[src/verilog/lpm_pkg.sv]
package lpm_pkg;

  // ----------------------------------------
  // register map, 8-bit data
  // ----------------------------------------
  localparam int LPM_AW = 3;
  localparam int LPM_DW = 8;
  localparam logic [2:0] LPM_OFS_CTRL = 3'h0;
  localparam logic [2:0] LPM_OFS_CUC1 = 3'h1;
  localparam logic [2:0] LPM_OFS_CUC2 = 3'h2;
  localparam logic [2:0] LPM_OFS_GATE1 = 3'h3;
  localparam logic [2:0] LPM_OFS_GATE2 = 3'h4;
  localparam logic [2:0] LPM_OFS_STAT = 3'h5;

  // control register fields
  localparam int LPM_CTRL_LPR = 0;
  localparam int LPM_CTRL_WAKE_RUN = 1;
  localparam int LPM_CTRL_DBG = 2;
  localparam int LPM_CTRL_LVSE = 3;
  localparam int LPM_CTRL_LVD = 4;
  localparam int LPM_CTRL_DEEP = 5;
  localparam logic [5:0] LPM_CTRL_RST = 6'h00;

  // clock unit control fields
  localparam int LPM_CUC1_IRCLK = 0;
  localparam int LPM_CUC1_IRSTEN = 1;
  localparam int LPM_CUC2_ERCLK = 0;
  localparam int LPM_CUC2_ERSTEN = 1;
  localparam logic [1:0] LPM_CUC_RST = 2'h0;

  // peripheral gates: all clocks on after reset
  localparam logic [7:0] LPM_GATE_RST = 8'hff;

  // status fields
  localparam int LPM_STAT_MODE_LO = 0;
  localparam int LPM_STAT_BLOCK = 3;
  localparam logic [2:0] LPM_MODE_RUN = 3'h0;
  localparam logic [2:0] LPM_MODE_WAIT = 3'h1;
  localparam logic [2:0] LPM_MODE_LOW_POWER_RUN_MODE = 3'h2;
  localparam logic [2:0] LPM_MODE_LOW_POWER_WAIT_MODE = 3'h3;
  localparam logic [2:0] LPM_MODE_LSTOP = 3'h4;
  localparam logic [2:0] LPM_MODE_DSTOP = 3'h5;

  typedef enum logic [2:0] {
    ST_RUN, ST_WAIT, ST_LP_RUN, ST_LP_WAIT, ST_LIGHT_STOP, ST_DEEP_STOP
  } lpm_state_e;

  typedef enum logic [1:0] {REG_FULL, REG_STANDBY, REG_PARTIAL} lpm_regul_e;

  typedef struct packed {
    logic [LPM_AW-1:0] addr;
    logic [LPM_DW-1:0] wdata;
    logic wr;
    logic rd;
  } lpm_bus_s;

  typedef struct packed {
    logic stop_req;
    logic wait_req;
    logic wake_irq;
  } lpm_cpu_s;

  typedef struct packed {
    logic [15:0] periph_clk_en;
    logic debug_clk_en;
    logic cpu_clk_en;
    logic clock_unit_active;
    logic osc_run;
    lpm_regul_e regulator;
    logic adc_run_allowed;
    logic [2:0] mode;
  } lpm_pwr_s;

endpackage

[src/verilog/lpm_ctrl.sv]
// Decided for this implementation: the address map and the strobed register port.
`timescale 1ns/1ps
// Behaviour
// - any stop mode halts all peripheral clocks
// - debug enable keeps debug clock in light stop
// - low-power modes gate peripherals per gate registers
// - debug enable demotes deep stop to light
// - debug enable blocks low-power run and wait
// - low-voltage-stop enable demotes deep stop
// - low-voltage-stop enable blocks low-power modes
// - light stop clock unit needs both enables
// - stop oscillator runs only with both enables
// - light stop regulator full only with detector
// - converter runs low-power only on async clock
// - deep stop exits only on reset pin low
// - light stop wake: interrupt per request, reset
module lpm_ctrl
  import lpm_pkg::*;
(
  input wire logic clock,
  input wire logic arst_n,
  input wire lpm_pkg::lpm_bus_s bus,
  output logic [lpm_pkg::LPM_DW-1:0] rdata,
  input wire lpm_pkg::lpm_cpu_s cpu,
  input wire logic reset_pin_low,
  input wire logic adc_async_clk_sel,
  output lpm_pkg::lpm_pwr_s pwr
);
  import lpm_pkg::*;

  // ----------------------------------------
  // reset release
  // ----------------------------------------
  logic rst_meta_ff;
  logic rst_n_ff;

  always_ff @(posedge clock or negedge arst_n)
  begin
    if (!arst_n)
    begin
      rst_meta_ff <= 1'b0;
      rst_n_ff <= 1'b0;
    end
    else
    begin
      rst_meta_ff <= 1'b1;
      rst_n_ff <= rst_meta_ff;
    end
  end

  // ----------------------------------------
  // registers
  // ----------------------------------------
  logic [5:0] ctrl_ff;
  logic [1:0] cuc1_ff;
  logic [1:0] cuc2_ff;
  logic [7:0] gate1_ff;
  logic [7:0] gate2_ff;
  logic [LPM_DW-1:0] rdata_ff;
  lpm_state_e state_ff;
  lpm_state_e nxt_state;
  logic lpr_hw_clr;
  logic lp_blocked;
  logic [2:0] mode_code;

  wire wr_ctrl = bus.wr && (bus.addr == LPM_OFS_CTRL);
  wire low_power_run_request = ctrl_ff[LPM_CTRL_LPR];
  wire wake_run = ctrl_ff[LPM_CTRL_WAKE_RUN];
  wire dbg_en = ctrl_ff[LPM_CTRL_DBG];
  wire lvse = ctrl_ff[LPM_CTRL_LVSE];
  wire lvd_en = ctrl_ff[LPM_CTRL_LVD];
  wire deep_sel = ctrl_ff[LPM_CTRL_DEEP];

  // either enable vetoes the deepest and the low-power modes
  assign lp_blocked = dbg_en | lvse;

  always_ff @(posedge clock or negedge rst_n_ff)
  begin
    if (!rst_n_ff)
      ctrl_ff <= LPM_CTRL_RST;
    else if (wr_ctrl)
      ctrl_ff <= bus.wdata[5:0];
    else if (lpr_hw_clr)
      ctrl_ff[LPM_CTRL_LPR] <= 1'b0;
  end

  always_ff @(posedge clock or negedge rst_n_ff)
  begin
    if (!rst_n_ff)
    begin
      cuc1_ff <= LPM_CUC_RST;
      cuc2_ff <= LPM_CUC_RST;
      gate1_ff <= LPM_GATE_RST;
      gate2_ff <= LPM_GATE_RST;
    end
    else if (bus.wr)
    begin
      case (bus.addr)
        LPM_OFS_CUC1: cuc1_ff <= bus.wdata[1:0];
        LPM_OFS_CUC2: cuc2_ff <= bus.wdata[1:0];
        LPM_OFS_GATE1: gate1_ff <= bus.wdata;
        LPM_OFS_GATE2: gate2_ff <= bus.wdata;
        default: ;
      endcase
    end
  end

  always_comb
  begin
    case (state_ff)
      ST_RUN: mode_code = LPM_MODE_RUN;
      ST_WAIT: mode_code = LPM_MODE_WAIT;
      ST_LP_RUN: mode_code = LPM_MODE_LOW_POWER_RUN_MODE;
      ST_LP_WAIT: mode_code = LPM_MODE_LOW_POWER_WAIT_MODE;
      ST_LIGHT_STOP: mode_code = LPM_MODE_LSTOP;
      ST_DEEP_STOP: mode_code = LPM_MODE_DSTOP;
      default: mode_code = LPM_MODE_RUN;
    endcase
  end

  // read data stand in the cycle after the strobe only
  always_ff @(posedge clock or negedge rst_n_ff)
  begin
    if (!rst_n_ff)
      rdata_ff <= 8'h00;
    else if (!bus.rd)
      rdata_ff <= 8'h00;
    else
    begin
      case (bus.addr)
        LPM_OFS_CTRL: rdata_ff <= {2'h0, ctrl_ff};
        LPM_OFS_CUC1: rdata_ff <= {6'h00, cuc1_ff};
        LPM_OFS_CUC2: rdata_ff <= {6'h00, cuc2_ff};
        LPM_OFS_GATE1: rdata_ff <= gate1_ff;
        LPM_OFS_GATE2: rdata_ff <= gate2_ff;
        LPM_OFS_STAT: rdata_ff <= {4'h0, lp_blocked, mode_code};
        default: rdata_ff <= 8'h00;
      endcase
    end
  end

  assign rdata = rdata_ff;

  // ----------------------------------------
  // mode state
  // ----------------------------------------
  always_comb
  begin
    nxt_state = state_ff;
    lpr_hw_clr = 1'b0;
    case (state_ff)
      ST_RUN:
      begin
        if (cpu.stop_req)
          nxt_state = (deep_sel && !lp_blocked) ? ST_DEEP_STOP : ST_LIGHT_STOP;
        else if (cpu.wait_req)
          nxt_state = ST_WAIT;
        else if (low_power_run_request && !lp_blocked)
          nxt_state = ST_LP_RUN;
      end
      ST_WAIT:
      begin
        if (cpu.wake_irq)
          nxt_state = ST_RUN;
      end
      ST_LP_RUN:
      begin
        if (!low_power_run_request || lp_blocked)
          nxt_state = ST_RUN;
        else if (cpu.stop_req)
          nxt_state = ST_LIGHT_STOP;
        else if (cpu.wait_req)
          nxt_state = ST_LP_WAIT;
        else if (cpu.wake_irq && wake_run)
        begin
          nxt_state = ST_RUN;
          lpr_hw_clr = 1'b1;
        end
      end
      ST_LP_WAIT:
      begin
        if (cpu.wake_irq)
        begin
          nxt_state = (wake_run || lp_blocked) ? ST_RUN : ST_LP_RUN;
          lpr_hw_clr = wake_run;
        end
        else if (lp_blocked)
          nxt_state = ST_WAIT;
      end
      ST_LIGHT_STOP:
      begin
        if (cpu.wake_irq)
        begin
          // interrupt returns to run unless low-power run is requested with wake_run clear and both vetoes clear
          nxt_state = (!low_power_run_request || wake_run || lp_blocked) ? ST_RUN : ST_LP_RUN;
          lpr_hw_clr = low_power_run_request && wake_run;
        end
      end
      ST_DEEP_STOP:
      begin
        // interrupts cannot wake it; only the pin does
        if (reset_pin_low)
        begin
          nxt_state = ST_RUN;
          lpr_hw_clr = 1'b1;
        end
      end
      default: nxt_state = ST_RUN;
    endcase
  end

  always_ff @(posedge clock or negedge rst_n_ff)
  begin
    if (!rst_n_ff)
      state_ff <= ST_RUN;
    else
      state_ff <= nxt_state;
  end

  // ----------------------------------------
  // clock and power controls
  // ----------------------------------------
  lpm_pwr_s nxt_pwr;
  lpm_pwr_s pwr_ff;
  wire in_stop = (state_ff == ST_LIGHT_STOP) || (state_ff == ST_DEEP_STOP);
  wire [15:0] gates = {gate2_ff, gate1_ff};
  logic [15:0] periph_en;

  genvar gi;
  generate
    for (gi = 0; gi < 16; gi++)
    begin : g_gate
      assign periph_en[gi] = !in_stop && gates[gi];
    end
  endgenerate

  always_comb
  begin
    nxt_pwr.periph_clk_en = periph_en;
    nxt_pwr.debug_clk_en = dbg_en && (state_ff != ST_DEEP_STOP);
    nxt_pwr.cpu_clk_en = (state_ff == ST_RUN) || (state_ff == ST_LP_RUN);
    nxt_pwr.mode = mode_code;
    nxt_pwr.osc_run = in_stop ? (cuc2_ff[LPM_CUC2_ERCLK] && cuc2_ff[LPM_CUC2_ERSTEN])
                              : cuc2_ff[LPM_CUC2_ERCLK];
    case (state_ff)
      ST_LIGHT_STOP:
      begin
        nxt_pwr.clock_unit_active = cuc1_ff[LPM_CUC1_IRCLK] && cuc1_ff[LPM_CUC1_IRSTEN];
        nxt_pwr.regulator = lvd_en ? REG_FULL : REG_STANDBY;
        nxt_pwr.adc_run_allowed = adc_async_clk_sel;
      end
      ST_DEEP_STOP:
      begin
        nxt_pwr.clock_unit_active = 1'b0;
        nxt_pwr.regulator = REG_PARTIAL;
        nxt_pwr.adc_run_allowed = 1'b0;
      end
      ST_LP_RUN, ST_LP_WAIT:
      begin
        nxt_pwr.clock_unit_active = 1'b1;
        nxt_pwr.regulator = REG_STANDBY;
        nxt_pwr.adc_run_allowed = adc_async_clk_sel;
      end
      default:
      begin
        nxt_pwr.clock_unit_active = 1'b1;
        nxt_pwr.regulator = REG_FULL;
        nxt_pwr.adc_run_allowed = 1'b1;
      end
    endcase
  end

  // outputs follow the mode one cycle later
  always_ff @(posedge clock or negedge rst_n_ff)
  begin
    if (!rst_n_ff)
    begin
      pwr_ff.periph_clk_en <= 16'hffff;
      pwr_ff.debug_clk_en <= 1'b0;
      pwr_ff.cpu_clk_en <= 1'b1;
      pwr_ff.clock_unit_active <= 1'b1;
      pwr_ff.osc_run <= 1'b0;
      pwr_ff.regulator <= REG_FULL;
      pwr_ff.adc_run_allowed <= 1'b1;
      pwr_ff.mode <= LPM_MODE_RUN;
    end
    else
      pwr_ff <= nxt_pwr;
  end

  assign pwr = pwr_ff;
endmodule

[config.mk]
export PLATFORM = sky130hd
export DESIGN_NAME = lpm_ctrl
export DESIGN_NICKNAME = d
export VERILOG_FILES = /design/src/verilog/lpm_pkg.sv /design/src/verilog/lpm_ctrl.sv
export SDC_FILE = /design/constraint.sdc
export NUM_CORES = 1
export LEC_CHECK = 0
export ABC_AREA = 1
export CAP_MARGIN = 15
export CORE_MARGIN = 2
export CORE_UTILIZATION = 26
export DETAILED_ROUTE_END_ITERATION = 6
export DONT_BUFFER_PORTS = 1
export SLEW_MARGIN = 15
export SYNTH_ARGS = -nofsm -noshare
export SYNTH_HDL_FRONTEND = slang
export SYNTH_SLANG_ARGS = --single-unit
[constraint.sdc]
create_clock -name clock -period 3 [get_ports clock]
set_clock_uncertainty 0.2 [all_clocks]
set_input_delay 0 -clock clock [delete_from_list [all_inputs] [get_ports clock]]
set_output_delay 0 -clock clock [all_outputs]
set_load 0.02 [all_outputs]
======== After elaboration in Yosys (flattened, before gate mapping) ========
Index checks and enable logic that the tools add are counted.
operators by class
  equality and inequality tests ........... 17
  mux-type cells .......................... 33
  bitwise logic cells ..................... 1
  reduce and logical (&&, ||, !) cells .... 42
operator list
  operator              number
  $pmux W8 S6           1
  $mux W3               12
  $logic_and A1 B1 Y1   24
  $pmux W3 S6           1
  $pmux W3 S5           1
  $eq A3 B2 Y1 const B  4
  $eq A3 B3 Y1 const B  4
  $mux W1               12
  $pmux W3 S3           1
  $mux W8               1
  $reduce_and A2 Y1     4
  $eq A3 B1 Y1 const B  2
  $logic_not A3 Y1      2
  $logic_or A1 B1 Y1    6
  $ne A2 B2 Y1 const B  3
  $ne A3 B3 Y1 const B  2
  $reduce_and A6 Y1     1
  $ne A5 B5 Y1 const B  1
  $mux W2               2
  $ne A4 B4 Y1 const B  1
  $pmux W1 S4           1
  $logic_not A1 Y1      3
  $pmux W1 S2           1
  $reduce_bool A2 Y1    1
  2 further kinds       2
storage, ports and cells
  register bits ........................... 65
  word-level logic and storage cells ...... 111

======== Depth between registers and ports, before layout ========
Gate-level depths: netlist of run 1.
  depth after elaboration ................. 8
  gate-level depth with buffers ........... 10
  mapped depth without buffers ............ 9

======== Worst setup path after synthesis of run 1 ========
No wires, ideal clock.
  path type ............................... reg2reg
  from .................................... register state_ff[1]
  to ...................................... register pwr_ff (netlist bit pwr[10])
  setup time .............................. 88 ps
  arrival ................................. 1278 ps
  setup slack ............................. 1433 ps
  cell stages (with the launch flop) ...... 6
  path buffers ............................ 2
  clock period less this slack ............ 1567 ps
  cell sequence ........................... dfrtp_1 > inv_1 > ha_1 > clkbuf_1 > clkbuf_1 > nor2_1
RTL lines
  what                      RTL line         text
  start: declaration        lpm_ctrl.sv:60   lpm_state_e state_ff;
  start signal: assignment  lpm_ctrl.sv:217  state_ff <= nxt_state;
  end signal: assignment    lpm_ctrl.sv:288  pwr_ff <= nxt_pwr;
  end: declaration          lpm_ctrl.sv:224  lpm_pwr_s pwr_ff;

======== Final worst setup path of run 1 ========
  from .................................... register state_ff[2]
  to ...................................... register state_ff[0]
between the ends
  word-level cells in the longest chain between the ends .. 3
RTL lines
  what                                            RTL line         text
  $eq A3 B2 Y1 (tied with other cells)            lpm_ctrl.sv:151  case (state_ff)
  $ne A5 B5 Y1 (no line) (tied with other cells)  --
  $reduce_and A6 Y1 (no line)                     --
Parallel ways exist; a longest one is shown, timed or not.
A chain may end at the register's enable or synchronous reset.

==> reports/qor.csv, run 1 <==
stage,metric,value,unit
sta,fraction of the cycle the final worst path needs,89.2,%
synth,count of cell types in the netlist,29,
worst_setup_path,Max Fanout on Critical Path,7,
sta,final-report setup violation count,0,
synth,Mapped Nets,344,
global_route,number of antenna violations at the first check in global routing,0,
clocking,number of gates resized after cts,0,
worst_setup_path,startpoint of the most critical register-to-register path,state_ff[2],
clocking,clock slew seen by the registers of the worst setup and hold paths,0.07,ns
worst_setup_path,type of the worst setup path,flip-flop to flip-flop,
drt,WL/cell,14.0,microns
floorplan,area of the die,0.0121,sq mm
worst_hold_path,start point of the worst hold path,adc_async_clk_sel,
sta,Final Slew Violations,0,
cells_and_area,area delta synth->final,25.0,%
drt,length of the first detailed-routing pass in iterations,4,
sta,Worst-Margin Slew,0.789,ns
clocking,Post-CTS Repair Setup Buffers,0,
global_route,All-Layer GR Usage,12.9,%
sta,clock period minus worst slack,2.67,ns
worst_setup_path,Worst setup startpoint,state_ff[2],
floorplan,site row count,38,
clocking,cell chosen for the clock root,sky130_fd_sc_hd__clkbuf_8,
power_and_ir_drop,Total Power,2.85,mW
sta,final-layout setup total negative slack,0,ns
worst_setup_path,element type at the critical path start,flip-flop,
synth,total number of yosys warnings,0,
placement,Detail Placement HPWL,5100,microns
synth,sequential-to-total area share from yosys stat,57.3,%
synth,post-synthesis average cell area,9.06,sq um
sta,hold violation count in the final report,0,
clocking,CTS Buf Count,9,
sta,smallest setup slack after layout,0.325,ns
synth,post-synthesis instance total,322,
run,number of max-cap violations,0,
sta,RSZ-0062 raised after global routing,false,
cells_and_area,fraction of layout cells with a size suffix above 1,22.5,%
cells_and_area,final core utilization,33.5,%
sta,maximum clock frequency,0.374,GHz
clocking,CTS tree,done,
worst_hold_path,number of cells traversed by the worst hold path,3,
power_and_ir_drop,static leakage,1.74,nW
worst_setup_path,arrival time reported for the critical path endpoint,2.76,ns
floorplan,starting density of the core,26.8,%
drt,remaining routing DRC violations,0,
placement,RD Place Congestion,0.871,
worst_setup_path,depth of the most critical reg-to-reg path,9,
drt,number of DRC violations after detailed-routing iteration 0,203,
clocking,maximum buffer depth of the clock tree,2,
drt,detailed-route wire length,7160,microns
floorplan,height of the die,110,microns
floorplan,Floorplan Core Area,0.0109,sq mm
global_route,global-route wire length before repair,11600,microns
worst_hold_path,worst min-delay path category,primary input to flip-flop,
placement,number of port buffers,0,
cells_and_area,number of fillers in the final layout,1116,
clocking,clock latency on the worst-skew pair,0.34,ns
synth,cell area after synthesis,0.00292,sq mm
worst_setup_path,kind of end point of the critical path,flip-flop,
placement,setup slack after placement,1.20,ns
worst_setup_path,required arrival time at the worst endpoint,3.08,ns
floorplan,Horiz. Die Dim,110,microns
drt,DR vias,2235,
power_and_ir_drop,Max rail drop VDD,256,uV
synth,number of storage elements in the synthesis netlist,65,
sta,final worst hold slack,0.139,ns
cells_and_area,final net count,390,
global_route,largest net degree at the start of global routing,36,
run_status,result of the run,"finished, final reports clean",
power_and_ir_drop,PD cells,783,mW/mm^2
clocking,clock net sink count,65,
cells_and_area,final antenna diode count,0,
global_route,via count of the first global-routing pass,2251,
drt,Post-DRT Antenna Nets,0,
drt,DR vias/cell,4.36,
sta,Slew HR,47.4,%
clocking,CTS H-tree depth,3,
floorplan,number of top-level pins,54,
global_route,grt total ovfl,0,
==> synth_stat cells <==
cell	count	share of area [%]
sky130_fd_sc_hd__nand2_2	1	0.21
sky130_fd_sc_hd__a21oi_1	6	1.0
sky130_fd_sc_hd__nor2_2	2	0.43
sky130_fd_sc_hd__nand3b_1	1	0.26
sky130_fd_sc_hd__clkbuf_1	2	0.26
sky130_fd_sc_hd__dfrtp_1	30	26
sky130_fd_sc_hd__o21ai_2	14	4.2
sky130_fd_sc_hd__nand3_4	1	0.60
sky130_fd_sc_hd__nor3_1	2	0.34
sky130_fd_sc_hd__a21boi_0	1	0.26
sky130_fd_sc_hd__nand3_1	14	2.4
sky130_fd_sc_hd__dfstp_2	35	32
sky130_fd_sc_hd__inv_2	5	0.64
sky130_fd_sc_hd__nor2_4	3	1.2
sky130_fd_sc_hd__o221ai_1	2	0.60
sky130_fd_sc_hd__inv_1	54	6.9
sky130_fd_sc_hd__o21a_1	1	0.26
sky130_fd_sc_hd__buf_6	3	1.2
sky130_fd_sc_hd__o21ai_0	15	2.6
sky130_fd_sc_hd__ha_1	2	0.86
sky130_fd_sc_hd__nor2_1	39	5.0
sky130_fd_sc_hd__nand2_4	4	1.5
sky130_fd_sc_hd__nand4_1	1	0.21
sky130_fd_sc_hd__conb_1	1	0.13
sky130_fd_sc_hd__nor3_2	1	0.34
sky130_fd_sc_hd__o21ai_1	2	0.34
sky130_fd_sc_hd__nand2_1	74	9.5
sky130_fd_sc_hd__o22ai_1	5	1.1
sky130_fd_sc_hd__nand3_2	1	0.34
==> registers in the layout (all words and copies together) (netlist names) <==
signal       cells
ctrl_ff          6
cuc1_ff          2
cuc2_ff          2
gate1_ff         8
gate2_ff         8
pwr             26
rdata            8
rst_meta_ff      1
rst_n_ff         1
state_ff         3
==> routing by layer <==
| layer | share of wire, % | global-route usage [%] | vias to the layer above |
|---|---|---|---|
| met5 | 0 | 0 | - |
| met4 | 1.7 | 4.52 | 0 |
| met3 | 8.7 | 5.87 | 12 |
| met2 | 46 | 20.1 | 90 |
| met1 | 43 | 15.8 | 1047 |
| li1 | - | - | 1086 |
==> power by group <==
| part | total, mW | internal, mW | leakage [nW] | switching (mW) |
|---|---|---|---|---|
| logic | 0.624 | 0.248 | 0.882 | 0.375 |
| registers | 1.47 | 1.17 | 0.754 | 0.301 |
| clock network | 0.756 | 0.427 | 0.103 | 0.329 |
==> final timing paths <==
path | end | slack (ns)
min in group asynchronous | pwr[5] | 0.15
setup reg to reg | state_ff[0] | 0.33
setup / recovery | state_ff[0] | 0.33
max in group asynchronous | gate1_ff[1] | 1.68
hold / removal | pwr[3] | 0.14
hold reg to reg | pwr[5] | 0.15
==> layout make-up <==
class / count / area [sq um] / share of cell area (%)
sequential: 65 / 1670 / 45.8
multi-input combinational: 193 / 983 / 27.0
timing repair buffer: 40 / 395 / 10.8
inverter: 59 / 221 / 6.07
tap: 140 / 175 / 4.80
clock buffer: 13 / 159 / 4.36
clock inverter: 3 / 40.0 / 1.10
==> cell usage in the layout (no fill, tap or decap) <==
cell	Yosys	routed
sky130_fd_sc_hd__clkbuf_8	0	11
sky130_fd_sc_hd__dlygate4sd3_1	0	38
sky130_fd_sc_hd__clkinv_2	0	2
sky130_fd_sc_hd__o21ai_1	2	2
sky130_fd_sc_hd__buf_4	0	2
sky130_fd_sc_hd__o221ai_1	2	2
sky130_fd_sc_hd__nand3_2	1	1
sky130_fd_sc_hd__dfstp_2	35	35
sky130_fd_sc_hd__inv_1	54	54
sky130_fd_sc_hd__o21ai_0	15	15
sky130_fd_sc_hd__a21boi_0	1	1
sky130_fd_sc_hd__nand2_4	4	4
sky130_fd_sc_hd__o21ai_2	14	14
sky130_fd_sc_hd__nand2_2	1	1
sky130_fd_sc_hd__o21a_1	1	1
sky130_fd_sc_hd__nor2_4	3	3
sky130_fd_sc_hd__nand3_1	14	14
sky130_fd_sc_hd__dfrtp_1	30	29
sky130_fd_sc_hd__a21oi_1	6	6
sky130_fd_sc_hd__nand3_4	1	1
sky130_fd_sc_hd__inv_2	5	5
sky130_fd_sc_hd__bufinv_16	0	1
sky130_fd_sc_hd__nor3_1	2	2
sky130_fd_sc_hd__conb_1	1	1
sky130_fd_sc_hd__nand4_1	1	1
sky130_fd_sc_hd__nand2_1	74	74
sky130_fd_sc_hd__ha_1	2	2
sky130_fd_sc_hd__o22ai_1	5	5
sky130_fd_sc_hd__nor2_1	39	39
sky130_fd_sc_hd__clkbuf_1	2	2
sky130_fd_sc_hd__nor3_2	1	1
sky130_fd_sc_hd__nand3b_1	1	1
sky130_fd_sc_hd__dfrtp_2	0	1
sky130_fd_sc_hd__nor2_2	2	2
==> critical path: stages, from the launching register on <==
cell,delay [ns]
sky130_fd_sc_hd__dfrtp_1,0.46
sky130_fd_sc_hd__inv_2,0.15
sky130_fd_sc_hd__nand3b_1,0.20
sky130_fd_sc_hd__nor2_2,0.18
sky130_fd_sc_hd__nand2_1,0.07
sky130_fd_sc_hd__nand3_1,0.08
sky130_fd_sc_hd__dlygate4sd3_1,0.56
sky130_fd_sc_hd__nand3_1,0.09
sky130_fd_sc_hd__dlygate4sd3_1,0.57
sky130_fd_sc_hd__nand2_1,0.07
==> cells by family (layout without fill, tap and decap cells) <==
| family | Yosys count | in the layout | share of synthesized area [%] |
|---|---|---|---|
| and+or+nand+nor | 144 | 144 | 22.4 |
| AOI/OAI and AO/OA | 46 | 46 | 10.3 |
| DFF | 65 | 65 | 57.3 |
| other | 1 | 1 | 0.129 |
| buffers and inverters | 64 | 115 | 9.01 |
| adders and majority gates | 2 | 2 | 0.858 |
==> repair_timing <==
item                                    4_1_cts  5_1_grt
hold buffers                                 38        0
hold endpoints to repair                     40        0
endpoints found under the setup margin        0        0
==> stage by stage <==
step	cell area [sq um]	cells
floorplan	2920	322
global route	3650	513
CTS	3650	513
finish	3650	513
global placement	3070	459
detailed placement	3070	459
Note: power is estimated with default switching activity, not from simulation.
==> run 2, diff against run 1 <==
MAX_ROUTING_LAYER = met4   (was unset)
==> run 2 against run 1 <==
  * Total power barely moved
  * Worst setup slack got worse by 0.0074 ns
  * First-iteration DRC count fell by 25%
  * Final cell count did not move
  * Wire length rose by 0.46%
  * Global-route usage rose by 0.35 points
  * Die area did not move
  * Largest cell class unchanged
==> reports/qor.csv, run 2 (synthesized netlist as in run 1, its figures left out) <==
stage,metric,value,unit,change
run_status,result of the run,"finished, final reports clean",,
worst_hold_path,start point of the worst hold path,adc_async_clk_sel,,
worst_setup_path,required arrival time at the worst endpoint,3.08,ns,about the same
sta,maximum clock frequency,0.373,GHz,-0.28%
drt,detailed-route wire length,7190,microns,+0.46%
sta,RSZ-0062 raised after global routing,false,,
cells_and_area,most common library cell in the layout ignoring fill and taps,sky130_fd_sc_hd__nand2_1,,
drt,WL/cell,14.0,microns,+0.46%
drt,length of the first detailed-routing pass in iterations,5,,+1
worst_setup_path,kind of end point of the critical path,flip-flop,,
cells_and_area,max reg flops,26,,unchanged
worst_setup_path,Buf/Inv on CP,3,,unchanged
drt,DR vias,2199,,-1.6%
floorplan,area of the die,0.0121,sq mm,unchanged
global_route,via count of the first global-routing pass,2240,,-0.49%
cells_and_area,"commonest non-fill, non-tap cells in the layout","74 x sky130_fd_sc_hd__nand2_1, 54 x sky130_fd_sc_hd__inv_1, 39 x sky130_fd_sc_hd__nor2_1",,
sta,fraction of the cycle the final worst path needs,89.4,%,+0.25 points
cells_and_area,final net count,390,,unchanged
placement,Detail Placement HPWL,5100,microns,unchanged
floorplan,Horiz. Die Dim,110,microns,unchanged
clocking,clock net sink count,65,,unchanged
cells_and_area,final antenna diode count,0,,unchanged
drt,DR vias/cell,4.29,,-1.6%
power_and_ir_drop,PD cells,783,mW/mm^2,about the same
global_route,grt total ovfl,0,,unchanged
worst_setup_path,reg2reg end,state_ff[0],,
sta,clock period minus worst slack,2.68,ns,+0.00740 ns
worst_setup_path,worst-path cell chain,inv_2 -> nand3b_1 -> nor2_2 -> nand2_1 -> nand3_1 -> dlygate4sd3_1 -> nand3_1 -> dlygate4sd3_1 -> nand2_1,,
power_and_ir_drop,static leakage,1.74,nW,unchanged
global_route,number of antenna violations at the first check in global routing,0,,unchanged
floorplan,starting density of the core,26.8,%,unchanged
drt,number of DRC violations after detailed-routing iteration 0,153,,-25%
placement,setup slack after placement,1.20,ns,unchanged
clocking,clock latency on the worst-skew pair,0.34,ns,about the same
sta,smallest setup slack after layout,0.318,ns,-0.00740 ns
clocking,maximum buffer depth of the clock tree,2,,unchanged
drt,Post-DRT Antenna Nets,0,,unchanged
worst_setup_path,depth of the most critical reg-to-reg path,9,,unchanged
sta,Final Slew Violations,0,,unchanged
worst_setup_path,CP top delay family,buffers and inverters,,
worst_hold_path,Min-Delay Endpoint,pwr[3],,
global_route,global-route wire length before repair,11600,microns,-0.18%
worst_setup_path,type of the worst setup path,flip-flop to flip-flop,,
cells_and_area,area delta synth->final,25.0,%,unchanged
clocking,cell chosen for the clock root,sky130_fd_sc_hd__clkbuf_8,,
sta,hold violation count in the final report,0,,unchanged
power_and_ir_drop,Total Power,2.86,mW,about the same
clocking,CTS H-tree depth,3,,unchanged
floorplan,Floorplan Core Area,0.0109,sq mm,unchanged
sta,Slew HR,48.0,%,+0.63 points
floorplan,site row count,38,,unchanged
placement,RD Place Congestion,0.885,,+1.6%
cells_and_area,fraction of layout cells with a size suffix above 1,22.5,%,unchanged
power_and_ir_drop,Max rail drop VDD,256,uV,-0.17%
sta,final-report setup violation count,0,,unchanged
floorplan,number of top-level pins,54,,unchanged
worst_setup_path,element type at the critical path start,flip-flop,,
worst_hold_path,worst min-delay path category,primary input to flip-flop,,
global_route,All-Layer GR Usage,13.3,%,+0.35 points
worst_setup_path,Max Fanout on Critical Path,7,,unchanged
worst_setup_path,stage delay of the slowest cell on the critical path,0.57,ns,about the same
worst_setup_path,register-to-register path setup slack,0.32,ns,about the same
floorplan,height of the die,110,microns,unchanged
sta,Worst-Margin Slew,0.780,ns,-0.00943 ns
worst_hold_path,number of cells traversed by the worst hold path,3,,unchanged
clocking,CTS Buf Count,9,,unchanged
placement,number of port buffers,0,,unchanged
worst_setup_path,arrival time reported for the critical path endpoint,2.77,ns,about the same
drt,remaining routing DRC violations,0,,unchanged
global_route,largest net degree at the start of global routing,36,,unchanged
worst_setup_path,slowest cell on the critical path,sky130_fd_sc_hd__dlygate4sd3_1,,
clocking,clock slew seen by the registers of the worst setup and hold paths,0.07,ns,about the same
worst_setup_path,startpoint of the most critical register-to-register path,state_ff[2],,
sta,final-layout setup total negative slack,0,ns,unchanged
clocking,CTS tree,done,,
run,number of max-cap violations,0,,unchanged
run 2: cell counts in the layout (fill, tap and decap cells not counted):
No cell type changed its count.
run 2: metal layers:
layer / share of wire (%) / GRT usage (%) / vias to the layer above
li1: - / - / 1088
met1: 44 / 15.7 / 1017
met3: 8.8 / 5.22 / 15
met2: 46 / 20.2 / 79
met5: 0 / - / -
met4: 1.7 / 5.33 / 0
run 2: where the power goes:
group | switching (mW) | total, mW | internal (mW)
Combinational | 0.376 | 0.625 | 0.248
Sequential | 0.300 | 1.47 | 1.17
Clock | 0.330 | 0.757 | 0.427
Total | 1.01 | 2.86 | 1.85
run 2: layout make-up:
cell class / count / area (sq um)
Sequential cell: 65 / 1670
Clock inverter: 3 / 40.0
Multi-Input combinational cell: 193 / 983
Timing Repair Buffer: 40 / 395
Fill cell: 1116 / 7240
Inverter: 59 / 221
Clock buffer: 13 / 159
Tap cell: 140 / 175
run 2: through the flow:
stage	std cells	instance area (sq um)	util, %	hold slack, ns
finish	513	3650	33.5	0.137
global route	513	3650	33.5	0.130
CTS	513	3650	33.5	0.126
detailed placement	459	3070	28.2	-0.496
global placement	459	3070	28.2	-0.496
floorplan	322	2920	-	-0.496
run 2: what timing repair did:
item,CTS,global route
hold buffers,38,0
resized for setup,0,0
endpoints found under the hold margin,40,0
buffers inserted,0,0
run 2: worst max-delay path by stage:
stage	from	to	slack, ns	depth (start not counted)
floorplan	rst_n_ff	ctrl_ff[0]	0.92	0
global placement	state_ff[1]	rdata[2]	1.25	6
detailed placement	state_ff[1]	rdata[2]	1.20	6
CTS	state_ff[1]	state_ff[1]	0.35	10
global route	state_ff[2]	state_ff[1]	0.1	8
finish	state_ff[2]	state_ff[0]	0.32	9
run 2: tightest hold or removal path, stage by stage:
cell                            delay [ns]
sky130_fd_sc_hd__dlygate4sd3_1        0.54
sky130_fd_sc_hd__o21ai_0              0.07
sky130_fd_sc_hd__nand2_1              0.06
